[src/verilog/sacc_pkg.sv]
package sacc_pkg;
    // Trigger source select codes.
    localparam logic [1:0] TRIG_SOFT = 2'h0;
    localparam logic [1:0] TRIG_TMR2 = 2'h1;
    localparam logic [1:0] TRIG_TMR3 = 2'h2;
    localparam logic [1:0] TRIG_EXT = 2'h3;
    // Gain codes: 0 means 0.5, then 1, 2, 4, 8, 16.
    localparam logic [2:0] GAIN_MAX = 3'h5;
    // Channel eight is the internal temperature sensor.
    localparam logic [3:0] CHAN_TEMP = 4'h8;
    localparam logic [3:0] CHAN_LAST = 4'h8;
    // Result widths.
    localparam int RES_FULL = 12;
    localparam int RES_REDUCED = 10;
    localparam int RES_WORD = 16;
    // Converter timing in clock cycles at 40 MHz.
    localparam int CLK_PERIOD_NS = 25;
    localparam int CONV_TIME_NS = 2000;
    localparam int CONV_CYCLES = (CONV_TIME_NS + CLK_PERIOD_NS - 1)
        / CLK_PERIOD_NS;
    localparam logic [15:0] RESULT_RST = 16'h0000;
endpackage

[src/verilog/sacc_justify.sv]
`timescale 1ns/1ps
`default_nettype none
// Places a raw result in a 16-bit word, right or left aligned.
module sacc_justify #(
    parameter int RES_BITS = 12
) (
    // Raw data and alignment
    input wire logic [RES_BITS-1:0] raw,
    input wire logic left_align,
    // Aligned word
    output logic [15:0] word
);
    always_comb begin
        if (left_align) begin
            word = {raw, {(sacc_pkg::RES_WORD - RES_BITS){1'b0}}};
        end else begin
            word = {{(sacc_pkg::RES_WORD - RES_BITS){1'b0}}, raw};
        end
    end
endmodule
`default_nettype wire

[src/verilog/sacc_ctrl.sv]
// Behaviour
// - Start on software command, timer 2 or 3 overflow, or external edge.
// - Completion sets done flag; interrupt only if completion enabled.
// - Result latched on completion, held until the next completion.
// - Result right or left aligned in 16 bits, unused bits zero.
// - Window flag raised for result inside or outside limits as chosen.
// - Background mode masks the completion interrupt; each conversion still needs a trigger.
// - Nine channel select, eight pins plus temperature sensor.
// - Each external pin pair is single-ended or differential by one bit.
// - Gain field 0.5 to 16 in powers of two drives amplifier code.
// - Shutdown bit stops all conversions from starting.
// - Reference chosen from first analog output or reference pin.
`timescale 1ns/1ps
`default_nettype none
module sacc_ctrl #(
    parameter int RES_BITS = sacc_pkg::RES_FULL,
    parameter int CONV_CYC = sacc_pkg::CONV_CYCLES
) (
    // Clock and reset
    input wire logic ref_clk,
    input wire logic rst,
    // Configuration
    input wire logic enable,
    input wire logic [1:0] trig_sel,
    input wire logic soft_start,
    input wire logic tmr2_ovf,
    input wire logic tmr3_ovf,
    input wire logic ext_start,
    input wire logic [3:0] chan_sel,
    input wire logic [3:0] diff_pair,
    input wire logic [2:0] gain_sel,
    input wire logic ref_from_dac,
    input wire logic left_align,
    input wire logic done_irq_en,
    input wire logic background,
    input wire logic win_inside,
    input wire logic [15:0] win_high,
    input wire logic [15:0] win_low,
    input wire logic done_clr,
    input wire logic win_clr,
    // Analog core
    input wire logic [RES_BITS-1:0] core_data,
    output logic core_start,
    output logic core_powerdown,
    output logic [3:0] mux_pos,
    output logic [3:0] mux_neg,
    output logic mux_diff,
    output logic [2:0] pga_code,
    output logic ref_sel_dac,
    // Status
    output logic busy,
    output logic done_flag,
    output logic win_flag,
    output logic done_irq,
    output logic [15:0] result
);
    typedef enum logic [1:0] {
        SACC_IDLE = 2'b01,
        SACC_CONV = 2'b10
    } sacc_state_t;

    sacc_state_t state_reg, state_next;
    logic [15:0] cnt_reg, cnt_next;
    logic [15:0] result_reg, result_next;
    logic done_reg, done_next;
    logic win_reg, win_next;
    logic ext_reg, ext_next;
    logic start_cmd;
    logic finish;
    logic in_range;
    logic win_hit;
    logic [15:0] aligned;
    logic [2 * $bits(diff_pair) - 1:0] pin_diff;

    sacc_justify #(.RES_BITS(RES_BITS)) u_justify (
        .raw(core_data),
        .left_align(left_align),
        .word(aligned)
    );

    // Trigger selection; external start is rising-edge detected.
    always_comb begin
        case (trig_sel)
            sacc_pkg::TRIG_SOFT: start_cmd = soft_start;
            sacc_pkg::TRIG_TMR2: start_cmd = tmr2_ovf;
            sacc_pkg::TRIG_TMR3: start_cmd = tmr3_ovf;
            sacc_pkg::TRIG_EXT: start_cmd = ext_start & ~ext_reg;
            default: start_cmd = 1'b0;
        endcase
    end

    assign finish = (state_reg == SACC_CONV) && (cnt_reg == 16'h0000);
    // Limits are compared against the justified word, both inclusive.
    assign in_range = (aligned >= win_low) && (aligned <= win_high);
    assign win_hit = win_inside ? in_range : ~in_range;

    always_comb begin
        state_next = state_reg;
        cnt_next = cnt_reg;
        result_next = result_reg;
        ext_next = ext_start;
        case (state_reg)
            SACC_IDLE: begin
                // Shutdown blocks starts even if a trigger fires.
                if (enable && start_cmd) begin
                    state_next = SACC_CONV;
                    cnt_next = 16'(CONV_CYC - 1);
                end
            end
            SACC_CONV: begin
                if (cnt_reg != 16'h0000) begin
                    cnt_next = cnt_reg - 16'h0001;
                end else begin
                    result_next = aligned;
                    state_next = SACC_IDLE;
                end
            end
            default: state_next = SACC_IDLE;
        endcase
    end

    // Clears come first so a same-cycle set wins.
    always_comb begin
        done_next = done_reg;
        win_next = win_reg;
        if (done_clr) begin
            done_next = 1'b0;
        end
        if (win_clr) begin
            win_next = 1'b0;
        end
        if (finish) begin
            done_next = 1'b1;
        end
        if (finish && win_hit) begin
            win_next = 1'b1;
        end
    end

    always_ff @(posedge ref_clk) begin
        if (rst) begin
            state_reg <= SACC_IDLE;
            cnt_reg <= 16'h0000;
            result_reg <= sacc_pkg::RESULT_RST;
            ext_reg <= 1'b0;
        end else begin
            state_reg <= state_next;
            cnt_reg <= cnt_next;
            result_reg <= result_next;
            ext_reg <= ext_next;
        end
    end

    always_ff @(posedge ref_clk) begin
        if (rst) begin
            done_reg <= 1'b0;
            win_reg <= 1'b0;
        end else begin
            done_reg <= done_next;
            win_reg <= win_next;
        end
    end

    // Each pin carries the differential bit of the pair it belongs to.
    for (genvar k = 0; k < $bits(diff_pair); k++) begin : g_pair
        assign pin_diff[2 * k] = diff_pair[k];
        assign pin_diff[2 * k + 1] = diff_pair[k];
    end

    // Pairs are 0/1, 2/3, 4/5, 6/7; the even pin is the positive leg.
    always_comb begin
        mux_pos = chan_sel;
        mux_neg = chan_sel;
        mux_diff = 1'b0;
        if (chan_sel > sacc_pkg::CHAN_LAST) begin
            mux_pos = sacc_pkg::CHAN_TEMP;
            mux_neg = sacc_pkg::CHAN_TEMP;
        end else if (chan_sel != sacc_pkg::CHAN_TEMP
                     && pin_diff[chan_sel[2:0]]) begin
            mux_pos = {chan_sel[3:1], 1'b0};
            mux_neg = {chan_sel[3:1], 1'b1};
            mux_diff = 1'b1;
        end
    end

    // Codes above 16x saturate to 16x.
    assign pga_code = (gain_sel > sacc_pkg::GAIN_MAX) ?
        sacc_pkg::GAIN_MAX : gain_sel;
    assign ref_sel_dac = ref_from_dac;
    assign core_powerdown = ~enable;
    assign core_start = (state_reg == SACC_IDLE) && enable && start_cmd;
    assign busy = (state_reg == SACC_CONV);
    assign done_flag = done_reg;
    assign win_flag = win_reg;
    // Background mode still records completion but never asks for service.
    assign done_irq = done_reg & done_irq_en & ~background;
    assign result = result_reg;

    a_busy_hold: assert property (
        @(posedge ref_clk) disable iff (rst)
        core_start |=> busy [*2])
        else $error("busy did not hold after start");
    a_done_sets: assert property (
        @(posedge ref_clk) disable iff (rst)
        finish |=> done_flag)
        else $error("done flag not set on completion");
    a_irq_gate: assert property (
        @(posedge ref_clk) disable iff (rst)
        done_irq |-> done_flag && done_irq_en && !background)
        else $error("interrupt without enable");
    a_result_latch: assert property (
        @(posedge ref_clk) disable iff (rst)
        finish |=> result == $past(aligned))
        else $error("result not latched");
    a_result_stable: assert property (
        @(posedge ref_clk) disable iff (rst)
        !finish |=> $stable(result))
        else $error("result changed without completion");
    a_shutdown_block: assert property (
        @(posedge ref_clk) disable iff (rst)
        !enable |-> !core_start)
        else $error("start during shutdown");
    a_win_sets: assert property (
        @(posedge ref_clk) disable iff (rst)
        finish && win_hit |=> win_flag)
        else $error("window flag missed");
    a_bg_quiet: assert property (
        @(posedge ref_clk) disable iff (rst)
        background |-> !done_irq)
        else $error("background raised an interrupt");
    a_trig_ignored: assert property (
        @(posedge ref_clk) disable iff (rst)
        busy |-> !core_start)
        else $error("start during conversion");
    a_conv_len: assert property (
        @(posedge ref_clk) disable iff (rst)
        core_start |=> busy ##1 !finish)
        else $error("conversion too short");
    a_gain_range: assert property (
        @(posedge ref_clk) disable iff (rst)
        pga_code <= sacc_pkg::GAIN_MAX)
        else $error("gain code out of range");
    a_diff_pair: assert property (
        @(posedge ref_clk) disable iff (rst)
        mux_diff |-> mux_neg == mux_pos + 4'h1 && !mux_pos[0])
        else $error("bad differential pair");
    a_done_only: assert property (
        @(posedge ref_clk) disable iff (rst)
        $rose(done_flag) |-> $past(finish))
        else $error("done flag set without completion");
    a_win_only: assert property (
        @(posedge ref_clk) disable iff (rst)
        $rose(win_flag) |-> $past(finish) && $past(win_hit))
        else $error("window flag set without a hit");
    a_trig_no_restart: assert property (
        @(posedge ref_clk) disable iff (rst)
        busy && start_cmd && !finish
            |=> busy && cnt_reg == $past(cnt_reg) - 16'h0001)
        else $error("trigger disturbed a running conversion");
    a_conv_load: assert property (
        @(posedge ref_clk) disable iff (rst)
        core_start |=> cnt_reg == 16'(CONV_CYC - 1))
        else $error("conversion length not loaded");
    a_finish_idle: assert property (
        @(posedge ref_clk) disable iff (rst)
        finish |=> !busy)
        else $error("busy held past the result latch");
    a_busy_start: assert property (
        @(posedge ref_clk) disable iff (rst)
        !busy && enable && start_cmd |-> core_start)
        else $error("selected trigger not taken");
    a_clr_done: assert property (
        @(posedge ref_clk) disable iff (rst)
        done_clr && !finish |=> !done_flag)
        else $error("done flag survived its clear");
    a_gain_pass: assert property (
        @(posedge ref_clk) disable iff (rst)
        gain_sel <= sacc_pkg::GAIN_MAX |-> pga_code == gain_sel)
        else $error("gain code not passed through");
    a_temp_select: assert property (
        @(posedge ref_clk) disable iff (rst)
        chan_sel >= sacc_pkg::CHAN_TEMP
            |-> mux_pos == sacc_pkg::CHAN_TEMP && !mux_diff)
        else $error("temperature channel not selected");
    a_power_follow: assert property (
        @(posedge ref_clk) disable iff (rst)
        core_powerdown == !enable)
        else $error("power down does not follow enable");
    a_ref_follow: assert property (
        @(posedge ref_clk) disable iff (rst)
        ref_sel_dac == ref_from_dac)
        else $error("reference select does not follow");
    a_right_zero: assert property (
        @(posedge ref_clk) disable iff (rst)
        !left_align |-> aligned >> RES_BITS == 16'h0000)
        else $error("right aligned word has upper bits set");
    a_left_zero: assert property (
        @(posedge ref_clk) disable iff (rst)
        left_align |-> aligned << RES_BITS == 16'h0000)
        else $error("left aligned word has lower bits set");

    c_conv: cover property (@(posedge ref_clk) disable iff (rst) finish);
    c_win: cover property (@(posedge ref_clk) disable iff (rst)
        finish && win_hit && background);
    c_ext: cover property (@(posedge ref_clk) disable iff (rst)
        core_start && trig_sel == sacc_pkg::TRIG_EXT);
    c_diff: cover property (@(posedge ref_clk) disable iff (rst)
        finish && mux_diff);
    c_ignored: cover property (@(posedge ref_clk) disable iff (rst)
        busy && start_cmd);
endmodule
`default_nettype wire

[config.mk]
export PLATFORM = sky130hd
export DESIGN_NAME = sacc_ctrl
export DESIGN_NICKNAME = d
export VERILOG_FILES = /design/src/verilog/sacc_pkg.sv /design/src/verilog/sacc_justify.sv /design/src/verilog/sacc_ctrl.sv
export SDC_FILE = /design/constraint.sdc
export NUM_CORES = 1
export LEC_CHECK = 0
export BUFFER_PORTS_ARGS = -buffer_cell sky130_fd_sc_hd__buf_2
export CAP_MARGIN = 20
export CORE_MARGIN = 1.5
export CORE_UTILIZATION = 49
export DETAILED_ROUTE_END_ITERATION = 16
export PLACE_DENSITY_LB_ADDON = 0.2
export REMOVE_ABC_BUFFERS = 1
export SLEW_MARGIN = 10
export SYNTH_ARGS = -nofsm -noshare
export SYNTH_HDL_FRONTEND = slang
export SYNTH_SLANG_ARGS = --single-unit
export TNS_END_PERCENT = 5
[constraint.sdc]
create_clock -name ref_clk -period 5.31 [get_ports ref_clk]
set_clock_uncertainty 0.1 [all_clocks]
set_input_delay 1.593 -clock ref_clk [delete_from_list [all_inputs] [get_ports ref_clk]]
set_output_delay 1.593 -clock ref_clk [all_outputs]
set_load 0.005 [all_outputs]
### Word-level counts from Yosys, hierarchy flattened

Index checks and enable logic that the tools add are counted.

| word-level totals | value |
|---|---|
| bits in registers | 37 |
| input bits | 71 |
| logic and storage cells | 67 |
| output and inout port bits | 35 |
| memories | 0 |
| memory bits (read-only) | 0 |
| latch bits | 0 |
| bits in writable memories | 0 |

| operators by class | value |
|---|---|
| eq/ne operators | 9 |
| muxes and demuxes | 22 |
| reductions and logical operators | 16 |
| bitwise gates (word level) | 8 |
| div/mod/pow operators | 0 |
| $add $sub $neg | 1 |
| magnitude comparators | 5 |
| multiply operators | 0 |
| shift operators | 0 |

Operators with widths:

| cell | count |
|---|---|
| 2-to-1 mux 16 bit | 3 |
| one-hot mux 16 bit (2 select lines) | 1 |
| greater-or-equal comparator 16 bit | 1 |
| less-or-equal comparator 16 bit | 1 |
| logical NOT 16 bit | 1 |
| nonzero test 16 bit | 1 |
| subtractor 16 x 1 -> 16 bit, second input constant | 1 |
| 2-to-1 mux 1 bit | 10 |
| 2-to-1 mux 4 bit | 2 |
| logical AND 1 bit | 7 |
| == test 2 bit, second input constant | 3 |
| nonzero test 2 bit | 3 |
| inverter 1 bit | 5 |
| == test 2 x 1 -> 1 bit, second input constant | 2 |
| greater-than comparator 4 bit, second input constant | 1 |
| < comparator 3 x 4 -> 1 bit, second input constant | 1 |
| 2-to-1 mux 2 bit | 2 |
| inequality test 2 bit, second input constant | 2 |
| inequality test 4 bit, second input constant | 1 |
| one-hot mux 1 bit (4 select lines) | 1 |
| one-hot mux 2 bit (2 select lines) | 1 |
| AND reduction 2 bit | 2 |
| bitwise AND 1 bit | 3 |
| binary-select mux 1 bit (select 3 bit) | 1 |
| 5 further kinds | 5 |

### Longest topological paths before layout

Gate-level depths: netlist of the first run.

| logic depth | value |
|---|---|
| word-level depth | 7 |
| depth in mapped cells | 10 |
| mapped depth without buffers | 8 |

### Modules after synthesis

From an unflattened synthesis of the first run, not the netlist that was laid out.

| unflattened totals | value |
|---|---|
| cells, all modules | 324 |
| area, all modules | 2626.3 um2 |

Modules (own cells, without submodules):

| module | area an instance (um2) | instances | seq. area each (um2) | cells an instance |
|---|---|---|---|---|
| sacc_ctrl | 2452.4 | 1 | 740.7 | 306 |
| sacc_justify | 173.9 | 1 | 0.0 | 18 |

### Worst setup path after synthesis of the first run

OpenSTA, ideal clock, no wires.

| path | value |
|---|---|
| path type | input port to flip-flop |
| start | input port left_align |
| end | register win_reg, in the netlist win_flag |
| stages | 10 |
| setup time | 0.063 ns |
| data required time | 5.147 ns |
| buffers on the path | 2 |
| slack | 1.021 ns |
| data arrival time | 4.126 ns |
| cell sequence | clkbuf_1 -> clkbuf_1 -> mux2_2 -> ha_1 -> nand4_1 -> or2_2 -> or3_1 -> a211o_1 -> a21bo_2 -> nand3_1 |

| between the ends | value |
|---|---|
| cells in the longest elaborated chain, start to end | 7 |
| elaborated cells on any way between the ends | 9 |
| classes of those cells | 2 x order compare; 3 x mux; 1 x bitwise; 3 x reduce/logical |

Ends and longest elaborated chain:

| what | RTL line | RTL |
|---|---|---|
| start: declaration | sacc_ctrl.sv:33 | `input wire logic left_align,` |
| 2-to-1 mux 16 bit (*) | sacc_justify.sv:14 | `if (left_align) begin` |
| net aligned[7] | sacc_ctrl.sv:72 | `logic [15:0] aligned;` |
| greater-or-equal comparator 16 bit or less-or-equal comparator 16 bit (tied branches) | sacc_ctrl.sv:94 | `assign in_range = (aligned >= win_low) && (aligned <= win_high);` |
| logical AND 1 bit (*) | sacc_ctrl.sv:94 |  |
| inverter 1 bit | sacc_ctrl.sv:95 | `assign win_hit = win_inside ? in_range : ~in_range;` |
| 2-to-1 mux 1 bit (*) | sacc_ctrl.sv:95 |  |
| logical AND 1 bit (*) | sacc_ctrl.sv:135 | `if (finish && win_hit) begin` |
| 2-to-1 mux 1 bit or nonzero test 2 bit (tied branches) | -- |  |
| end signal: assignment | sacc_ctrl.sv:160 | `win_reg <= win_next;` |
| end: declaration | sacc_ctrl.sv:66 | `logic win_reg, win_next;` |

The timed path passes the listed nets; every way through them passes the cells marked *.
A chain may end at the register's enable or synchronous reset.

### Worst setup path in the final report of the first run

| path | value |
|---|---|
| start | input port ext_start |
| end | output port core_start |

| between the ends | value |
|---|---|
| cells in the longest elaborated chain, start to end | 3 |

Ends and longest elaborated chain:

| what | RTL line | RTL |
|---|---|---|
| start: declaration | sacc_ctrl.sv:28 | `input wire logic ext_start,` |
| bitwise AND 1 bit | sacc_ctrl.sv:87 | `sacc_pkg::TRIG_EXT: start_cmd = ext_start & ~ext_reg;` |
| one-hot mux 1 bit (4 select lines) | sacc_ctrl.sv:83 | `case (trig_sel)` |
| logical AND 1 bit | sacc_ctrl.sv:191 | `assign core_start = (state_reg == SACC_IDLE) && enable && start_cmd;` |
| end: declaration | sacc_ctrl.sv:43 | `output logic core_start,` |

No other way between the ends.

==> results.cfg, run 1 <==
[timing]
timing.fmax_mhz = 230
period_share_pct = 81.7
tns_ns = 0
finalSetupViolations = 0
hold_violations = 0
fin_crit_ns = 4.34
worst_slew_pin_slew_ns = 0.836
rsz0062_at_grt = no
drv_slew = 0
max-slew-margin-rel_pct = 43.8

[place]
gp_congestion = 0.803
port_buffers = 103
dp_hpwl_um = 4850

[clocking]
postCtsHoldBufs = 0
cts-resized-gates = 0
cts_setup_buffers = 0
cts_tree = built
clock_sinks = 37
clock_path_buffers = 2
clock_latency_ns = 0.29
cts_root_buffer = clkbuf_8
h-tree-depth = 2
cts_buffers = 5
clk_pin_slew_worst_paths_ns = 0.07

[synthesis]
syn_area_um2 = 2700
synth_seq_cells = 37
yosysSeqAreaShare_pct = 27.4
synth.avg_cell_area_um2 = 8.14
async_flop_share_pct = 0
ys_warn_count = 0
syn_inst = 332
synth_edf_count = 0
synthFlopType = dfxtp_1
synth.distinct_cells = 50

[drt]
wl_met3_um = 441
wl_per_cell_um = 12.3
drc = 0
drt_pass1_iterations = 4
top_layer = met4
wl_met1_um = 2780
wl_met2_um = 2800
routed_wl_um = 6090
vias_per_cell = 5.19
num_vias = 2569
first_iter_violations = 71
postRouteAntennaNets = 0

[critical_path]
reg2regPathDepth = 6
reg2reg_to = cnt_reg[7]$_SDFFE_PP0P_
arrival_ns = 2.65
critPathCaptureType = output port
r2r-start = cnt_reg[3]$_SDFFE_PP0P_
start_kind = input pin
critical_path_class = in2out
worstPathRequired_ns = 3.62
reg2reg_slack_ns = 2.96
crit_fanout = 6

[global_routing]
overflow = 0
grt_pass1_vias = 2340
track_usage_pct = 20.8
grt_pass1_wl_um = 10100
grt_max_degree = 28
antenna_found_initial = 0

[power]
total_leakage_power_uw = 0.00163
power_density_nw_per_um2 = 220
ir_worst_vdd_v = 0.000167
total_power_uw = 728

[floorplan]
io_pins = 106
rows = 26
die_w_um = 77.3
core_area_um2 = 5200
initial_core_util_pct = 51.9
design.die.area_um2 = 5970
die_y_um = 77.3

[final_layout]
areaGrowthSynthToFinish_pct = 22.5
diodes = 0
final_common_cell = buf_2
drive_gt1_share_pct = 32.5
finalNetCount = 526
layout_common_cells = buf_2, nand2_1, inv_1

[min_path]
min_to = result[12]$_SDFFE_PP0P_
hold_start = result[12]$_SDFFE_PP0P_
min_path_type = reg2reg
holdPathStages = 2

[status]
status = completed

[flow_run]
drv_cap = 0
## final cells by class
| cell class | count | area [µm²] |
|---|---|---|
| Clock buffer | 7 | 96.3 |
| Fill cell | 488 | 1890 |
| Sequential cell | 37 | 741 |
| Tap cell | 70 | 87.6 |
| Clock inverter | 1 | 5.00 |
| Inverter | 39 | 146 |
| Multi-Input combinational cell | 238 | 1720 |
| Timing Repair Buffer | 103 | 515 |
## where the power goes
part	total [µW]	internal [µW]	switching, µW
sequential	302	289	12.9
combinational	206	97.0	109
clock	220	117	103
total	728	504	224
## critical path: stages
cell and delay, ns:
buf_2 0.10, nor2b_1 0.11, mux4_2 0.49, nand2_1 0.18, inv_1 0.05, buf_2 0.12
## stage by stage
step	cells	instance area (µm²)	hold WS (ns)	utilization (%)	worst slack (ns)
floorplan	314	2610	0.342	-	1.23
global placement	487	3210	0.336	61.7	0.998
detailed placement	487	3210	0.346	61.7	0.969
CTS	495	3310	0.356	63.6	0.966
global route	495	3310	0.374	63.6	0.898
finish	495	3310	0.354	63.6	0.969
## kinds of logic after synthesis
logic type | Yosys count | share of synthesized area, %
buf+inv | 57 | 8.94
flops | 37 | 27.4
compound gates | 50 | 12.2
xor+xnor | 15 | 4.86
mux | 10 | 5.00
simple gates | 132 | 27.2
fa+ha+maj | 31 | 14.4
## synth_stat cells (2+ instances only)
library cell / number / share of area (%)
a211oi_1: 2 / 0.56
a21o_1: 4 / 1.1
a21oi_1: 28 / 5.2
a21oi_2: 2 / 0.65
a221oi_1: 3 / 0.97
and2_1: 5 / 1.2
and4_1: 2 / 0.65
buf_2: 4 / 0.74
buf_4: 4 / 1.1
clkbuf_1: 9 / 1.2
dfxtp_1: 37 / 27
ha_1: 31 / 14
inv_1: 39 / 5.4
mux2_2: 8 / 3.3
mux4_2: 2 / 1.7
nand2_1: 43 / 6.0
nand2b_1: 8 / 1.9
nand3_1: 4 / 0.74
nand4_1: 3 / 0.69
nor2_1: 20 / 2.8
nor2b_1: 11 / 2.5
nor3_1: 9 / 1.7
nor3b_1: 2 / 0.56
nor4_1: 6 / 1.4
nor4_2: 3 / 1.4
nor4_4: 2 / 1.6
or2_2: 2 / 0.46
or3_1: 3 / 0.69
or4_1: 2 / 0.56
xnor2_1: 13 / 4.2
xor2_1: 2 / 0.65
## layer usage
| metal | GRT usage [%] | vias to the layer above |
|---|---|---|
| met5 | 0 | - |
| met4 | 5.64 | 0 |
| met3 | 5.36 | 9 |
| met2 | 35.4 | 98 |
| met1 | 26.0 | 1152 |
| li1 | - | 1310 |
## worst max path at each step
| stage | end | start | slack (ns) |
|---|---|---|---|
| finish | core_start | ext_start | 0.97 |
| global route | core_start | ext_start | 0.90 |
| CTS | core_start | ext_start | 0.97 |
| detailed placement | core_start | ext_start | 0.97 |
| global placement | core_start | ext_start | 1.0 |
| floorplan | core_start | ext_start | 1.23 |
Power figures use the tool's default switching activity.
==> run 2, diff against run 1 <==
==> constraint.sdc (replaced) <==
create_clock -name ref_clk -period 4.01 [get_ports ref_clk]
set_clock_uncertainty 0.1 [all_clocks]
set_input_delay 1.203 -clock ref_clk [delete_from_list [all_inputs] [get_ports ref_clk]]
set_output_delay 1.203 -clock ref_clk [all_outputs]
set_load 0.005 [all_outputs]
==> run 2 against run 1 <==
Sequential power rose by 32%. Clock-buffer cell count is the same. Utilization unchanged. Combinational power increased by 33%. Non-clock buffer count unchanged. Critical endpoint unchanged.
==> results.cfg, run 2 (synthesis results as in run 1) <==
[timing]
tns_ns = 0
fin_crit_ns = 3.56
drv_slew = 0
period_share_pct = 88.8
worst_slew_pin_slew_ns = 0.811
finalSetupViolations = 0
rsz0062_at_grt = no
hold_violations = 0
timing.fmax_mhz = 281
max-slew-margin-rel_pct = 45.5
fin_ws_ns = 0.448

[final_layout]
regArea_um2 = 741
final_common_cell = buf_2
fill_cells = 503
layout_common_cells = buf_2, nand2_1, inv_1
areaGrowthSynthToFinish_pct = 22.5
drive_gt1_share_pct = 32.5
finalNetCount = 526
diodes = 0
multiInputGateArea_um2 = 1720

[critical_path]
crit_slowest_cell = mux4_2
arrival_ns = 2.26
critPathCaptureType = output port
worstPathRequired_ns = 2.71
r2r-start = cnt_reg[3]$_SDFFE_PP0P_
max_stage_delay_ns = 0.48
cpMostUsedCell = buf_2
reg2reg_slack_ns = 1.67
crit_start = ext_start
start_kind = input pin
critical_path_class = in2out
crit_fanout = 6
crit_chain = buf_2 -> nor2b_1 -> mux4_2 -> nand2_1 -> inv_1 -> buf_2

[floorplan]
initial_core_util_pct = 51.9
die_w_um = 77.3
io_pins = 106
design.die.area_um2 = 5970
die_y_um = 77.3
core_area_um2 = 5200
rows = 26

[drt]
num_vias = 2518
first_iter_violations = 54
wl_per_cell_um = 12.4
vias_per_cell = 5.09
postRouteAntennaNets = 0
routed_wl_um = 6120
drt_pass1_iterations = 4
drc = 0

[global_routing]
grt_pass1_wl_um = 10600
track_usage_pct = 21.9
met1_usage_pct = 26.6
use_met3_pct = 5.48
grt_max_degree = 28
grt_pass1_vias = 2510
globalRouteMet2Util_pct = 37.1
busiest_layer = met2
antenna_found_initial = 0
overflow = 0

[place]
dp_hpwl_um = 4950
port_buffers = 103
gp_congestion = 0.869
post-place-ws_ns = 0.283

[power]
ir_worst_vdd_v = 0.000253
power_density_nw_per_um2 = 291
total_leakage_power_uw = 0.00163
total_power_uw = 963

[clocking]
cts-resized-gates = 0
cts_buffers = 5
clk_pin_slew_worst_paths_ns = 0.07
clock_path_buffers = 2
cts_tree = built
cts_setup_buffers = 0
clock_sinks = 37
cts_root_buffer = clkbuf_8
h-tree-depth = 2
postCtsHoldBufs = 0
clock_latency_ns = 0.30

[status]
status = completed

[min_path]
hold_start = result[12]$_SDFFE_PP0P_
min_path_type = reg2reg

[flow_run]
drv_cap = 0
-- run 2: metrics by stage --
step           util (%)  instance area, µm²  hold slack [ns]  cells
5_1_grt            63.6                3310            0.372    495
2_1_floorplan         -                2610            0.342    314
3_5_place_dp       61.7                3210            0.343    487
4_1_cts            63.6                3310            0.353    495
6_report           63.6                3310            0.349    495
3_3_place_gp       61.7                3210            0.336    487
-- run 2: final timing paths --
| check | end | depth (start not counted) |
|---|---|---|
| setup / recovery | core_start | 6 |
| hold / removal | result[12]$_SDFFE_PP0P_ | 2 |
| setup reg to reg | cnt_reg[13]$_SDFFE_PP0P_ | 6 |
| hold reg to reg | result[12]$_SDFFE_PP0P_ | 2 |
-- run 2: layout make-up --
type | instances | share of cell area, %
sequential | 37 | 22.4
inverter | 39 | 4.42
timing repair buffer | 103 | 15.6
tap | 70 | 2.64
clock buffer | 7 | 2.91
multi-input combinational | 238 | 51.9
clock inverter | 1 | 0.151
-- run 2: metal layers --
layer,routed length [µm],share of wire (%)
met1,2820,46
met3,397,6.5
met4,86,1.4
met2,2820,46
met5,0,0
-- run 2: worst max-delay path: cells and delay by family --
kind                   cells  cell delay, ns
multiplexers               1            0.48
AND/OR/NAND/NOR            2            0.30
buffers and inverters      3            0.27
-- run 2: report_power, final --
part	switching, µW	total (µW)	internal [µW]
combinational	145	274	129
sequential	16.8	400	383
clock	134	290	155
total	296	963	667
==> run 3, diff against run 2 <==
--- a/config.mk
+++ b/config.mk
@@ -8,7 +8,7 @@
 export BUFFER_PORTS_ARGS = -buffer_cell sky130_fd_sc_hd__buf_2
 export CAP_MARGIN = 20
 export CORE_MARGIN = 1.5
-export CORE_UTILIZATION = 49
+export CORE_UTILIZATION = 45
 export DETAILED_ROUTE_END_ITERATION = 16
 export PLACE_DENSITY_LB_ADDON = 0.2
 export REMOVE_ABC_BUFFERS = 1
==> constraint.sdc (replaced) <==
create_clock -name ref_clk -period 2.95 [get_ports ref_clk]
set_clock_uncertainty 0.1 [all_clocks]
set_input_delay 0.885 -clock ref_clk [delete_from_list [all_inputs] [get_ports ref_clk]]
set_output_delay 0.885 -clock ref_clk [all_outputs]
set_load 0.005 [all_outputs]
==> run 3 against run 2 <==
Register-to-register slack lost 0.97 ns. Clock power grew 23%. Non-clock buffer count grew 25. Clock-buffer cell count is the same. Cell count grew 5.9%. Sequential share of layout area shrank 1.3 points. Hold slack lost 0.00083 ns. Setup slack lost 0.34 ns. Die area grew 8.5%. Global-route usage shrank 0.54 points. Critical path type is now in2reg.
==> results.cfg, run 3 (synthesis results as in run 1) <==
[global_routing]
grt_pass1_wl_um = 10900
antenna_found_initial = 0
grt_max_degree = 27
grt_pass1_vias = 2457
overflow = 0
track_usage_pct = 21.4

[timing]
max-slew-margin-rel_pct = 57.5
finalSetupViolations = 0
worst_slew_pin_slew_ns = 0.637
hold_violations = 0
fin_ws_ns = 0.112
drv_slew = 0
period_share_pct = 96.2
rsz0062_at_grt = no
tns_ns = 0
fin_crit_ns = 2.84
timing.fmax_mhz = 352

[critical_path]
reg2reg_to = result[15]$_SDFFE_PP0P_
reg2reg_slack_ns = 0.70
r2r-start = cnt_reg[3]$_SDFFE_PP0P_
start_kind = input pin
cp_top_family = simple AND/OR/NAND/NOR gates
worstPathRequired_ns = 3.09
arrival_ns = 2.98
reg2regPathDepth = 5
critical_path_class = in2reg
crit_start = left_align
crit_chain = clkbuf_4 -> mux2_2 -> ha_1 -> nand4_1 -> or2_4 -> or3_1 -> a211o_1 -> a21bo_2 -> nand3_1
crit_slowest_cell = mux2_2
crit_fanout = 6
critPathCaptureType = register
max_stage_delay_ns = 0.36
critPathBufInv = 1

[floorplan]
initial_core_util_pct = 46.2
io_pins = 106
design.die.area_um2 = 6480
rows = 28
die_y_um = 80.5
die_w_um = 80.5
core_area_um2 = 5850

[clocking]
clk_pin_slew_worst_paths_ns = 0.08
clock_latency_ns = 0.29
h-tree-depth = 2
cts_tree = built
cts_buffers = 5
cts_root_buffer = clkbuf_8
clock_path_buffers = 2
cts_setup_buffers = 0
clock_sinks = 37

[drt]
drt_pass1_iterations = 4
vias_per_cell = 5.04
drc = 0
first_iter_violations = 41
wl_per_cell_um = 12.7
num_vias = 2639
postRouteAntennaNets = 0
routed_wl_um = 6660

[final_layout]
layout_common_cells = buf_2, nand2_1, inv_1
final_common_cell = buf_2
postLayoutCoreUtil_pct = 60.2
diodes = 0
drive_gt1_share_pct = 36.5
fin_cells = 524
finalNetCount = 551
areaGrowthSynthToFinish_pct = 30.3
fill_cells = 554

[power]
pwr-share-clk_pct = 27.3
ir_worst_vdd_v = 0.000240
p_comb_share_pct = 31.3
power_density_nw_per_um2 = 373
total_leakage_power_uw = 0.00175
p_int_uw = 911
sw_frac_of_total_pct = 30.6
switching_power_uw = 402
power_frac_seq_pct = 41.4

[min_path]
holdPathStages = 2
min_path_type = reg2reg
hold_start = result[14]$_SDFFE_PP0P_
min_to = result[14]$_SDFFE_PP0P_

[place]
dp.cells = 517
post-place-ws_ns = -0.285
port_buffers = 103
gp_congestion = 0.854
dp_hpwl_um = 5330

[flow_run]
drv_cap = 0

[status]
status = completed
-- run 3: changes by cell type in the layout (fill, tap and decap cells not counted), sizes merged --
cell	delta
clkbuf	+1
clkinv	-1
buf	+24
-- run 3: timing repair --
item,in CTS,in global routing
endpoints found under the setup margin,0,1
gates resized for setup,0,7
hold buffers,0,0
-- run 3: worst reg2reg max path: stages, from the launching register on --
cell and delay, ns:
dfxtp_1 0.37, nor4_2 0.44, nand3_2 0.20, or4_1 0.77, nand2_1 0.18, a21oi_1 0.07
-- run 3: worst max-delay path by stage --
stage	to	slack [ns]	cells past startpoint
4_1_cts	win_flag$_SDFFE_PP0P_	0.03	10
3_5_place_dp	win_flag$_SDFFE_PP0P_	-0.29	10
5_1_grt	win_flag$_SDFFE_PP0P_	0.008	9
3_3_place_gp	win_flag$_SDFFE_PP0P_	-0.26	9
6_report	win_flag$_SDFFE_PP0P_	0.11	9
2_1_floorplan	win_flag$_SDFFE_PP0P_	-0.02	8
-- run 3: per-layer routing --
| metal | track usage, % | vias to the layer above | wire length (µm) |
|---|---|---|---|
| li1 | - | 1360 | - |
| met1 | 26.4 | 1180 | 2990 |
| met2 | 37.4 | 90 | 3130 |
| met3 | 4.55 | 9 | 458 |
| met4 | 5.52 | 0 | 78 |
| met5 | 0 | - | 0 |
-- run 3: cell type report --
class                           instances  area [µm²]  area share, %
Sequential cell                        37         741           21.0
Inverter                               39         146           4.16
Clock buffer                            7        86.3           2.45
Multi-Input combinational cell        238        1750           49.6
Timing Repair Buffer                  128         709           20.1
Tap cell                               75        93.8           2.66
-- run 3: per-stage QoR --
stage	hold slack (ns)	area, µm²	total power, µW
after floorplan	0.342	2610	803
after global placement	0.337	3400	952
after detailed placement	0.342	3400	961
after CTS	0.354	3490	1320
after global routing	0.378	3520	1400
final	0.348	3520	1310
-- run 3: power groups by stage --
stage	Combinational (µW)	Clock [µW]	Sequential, µW
2_1_floorplan	252	0	551
3_3_place_gp	398	0	554
3_5_place_dp	406	0	555
4_1_cts	409	367	544
5_1_grt	461	388	547
6_report	411	358	544
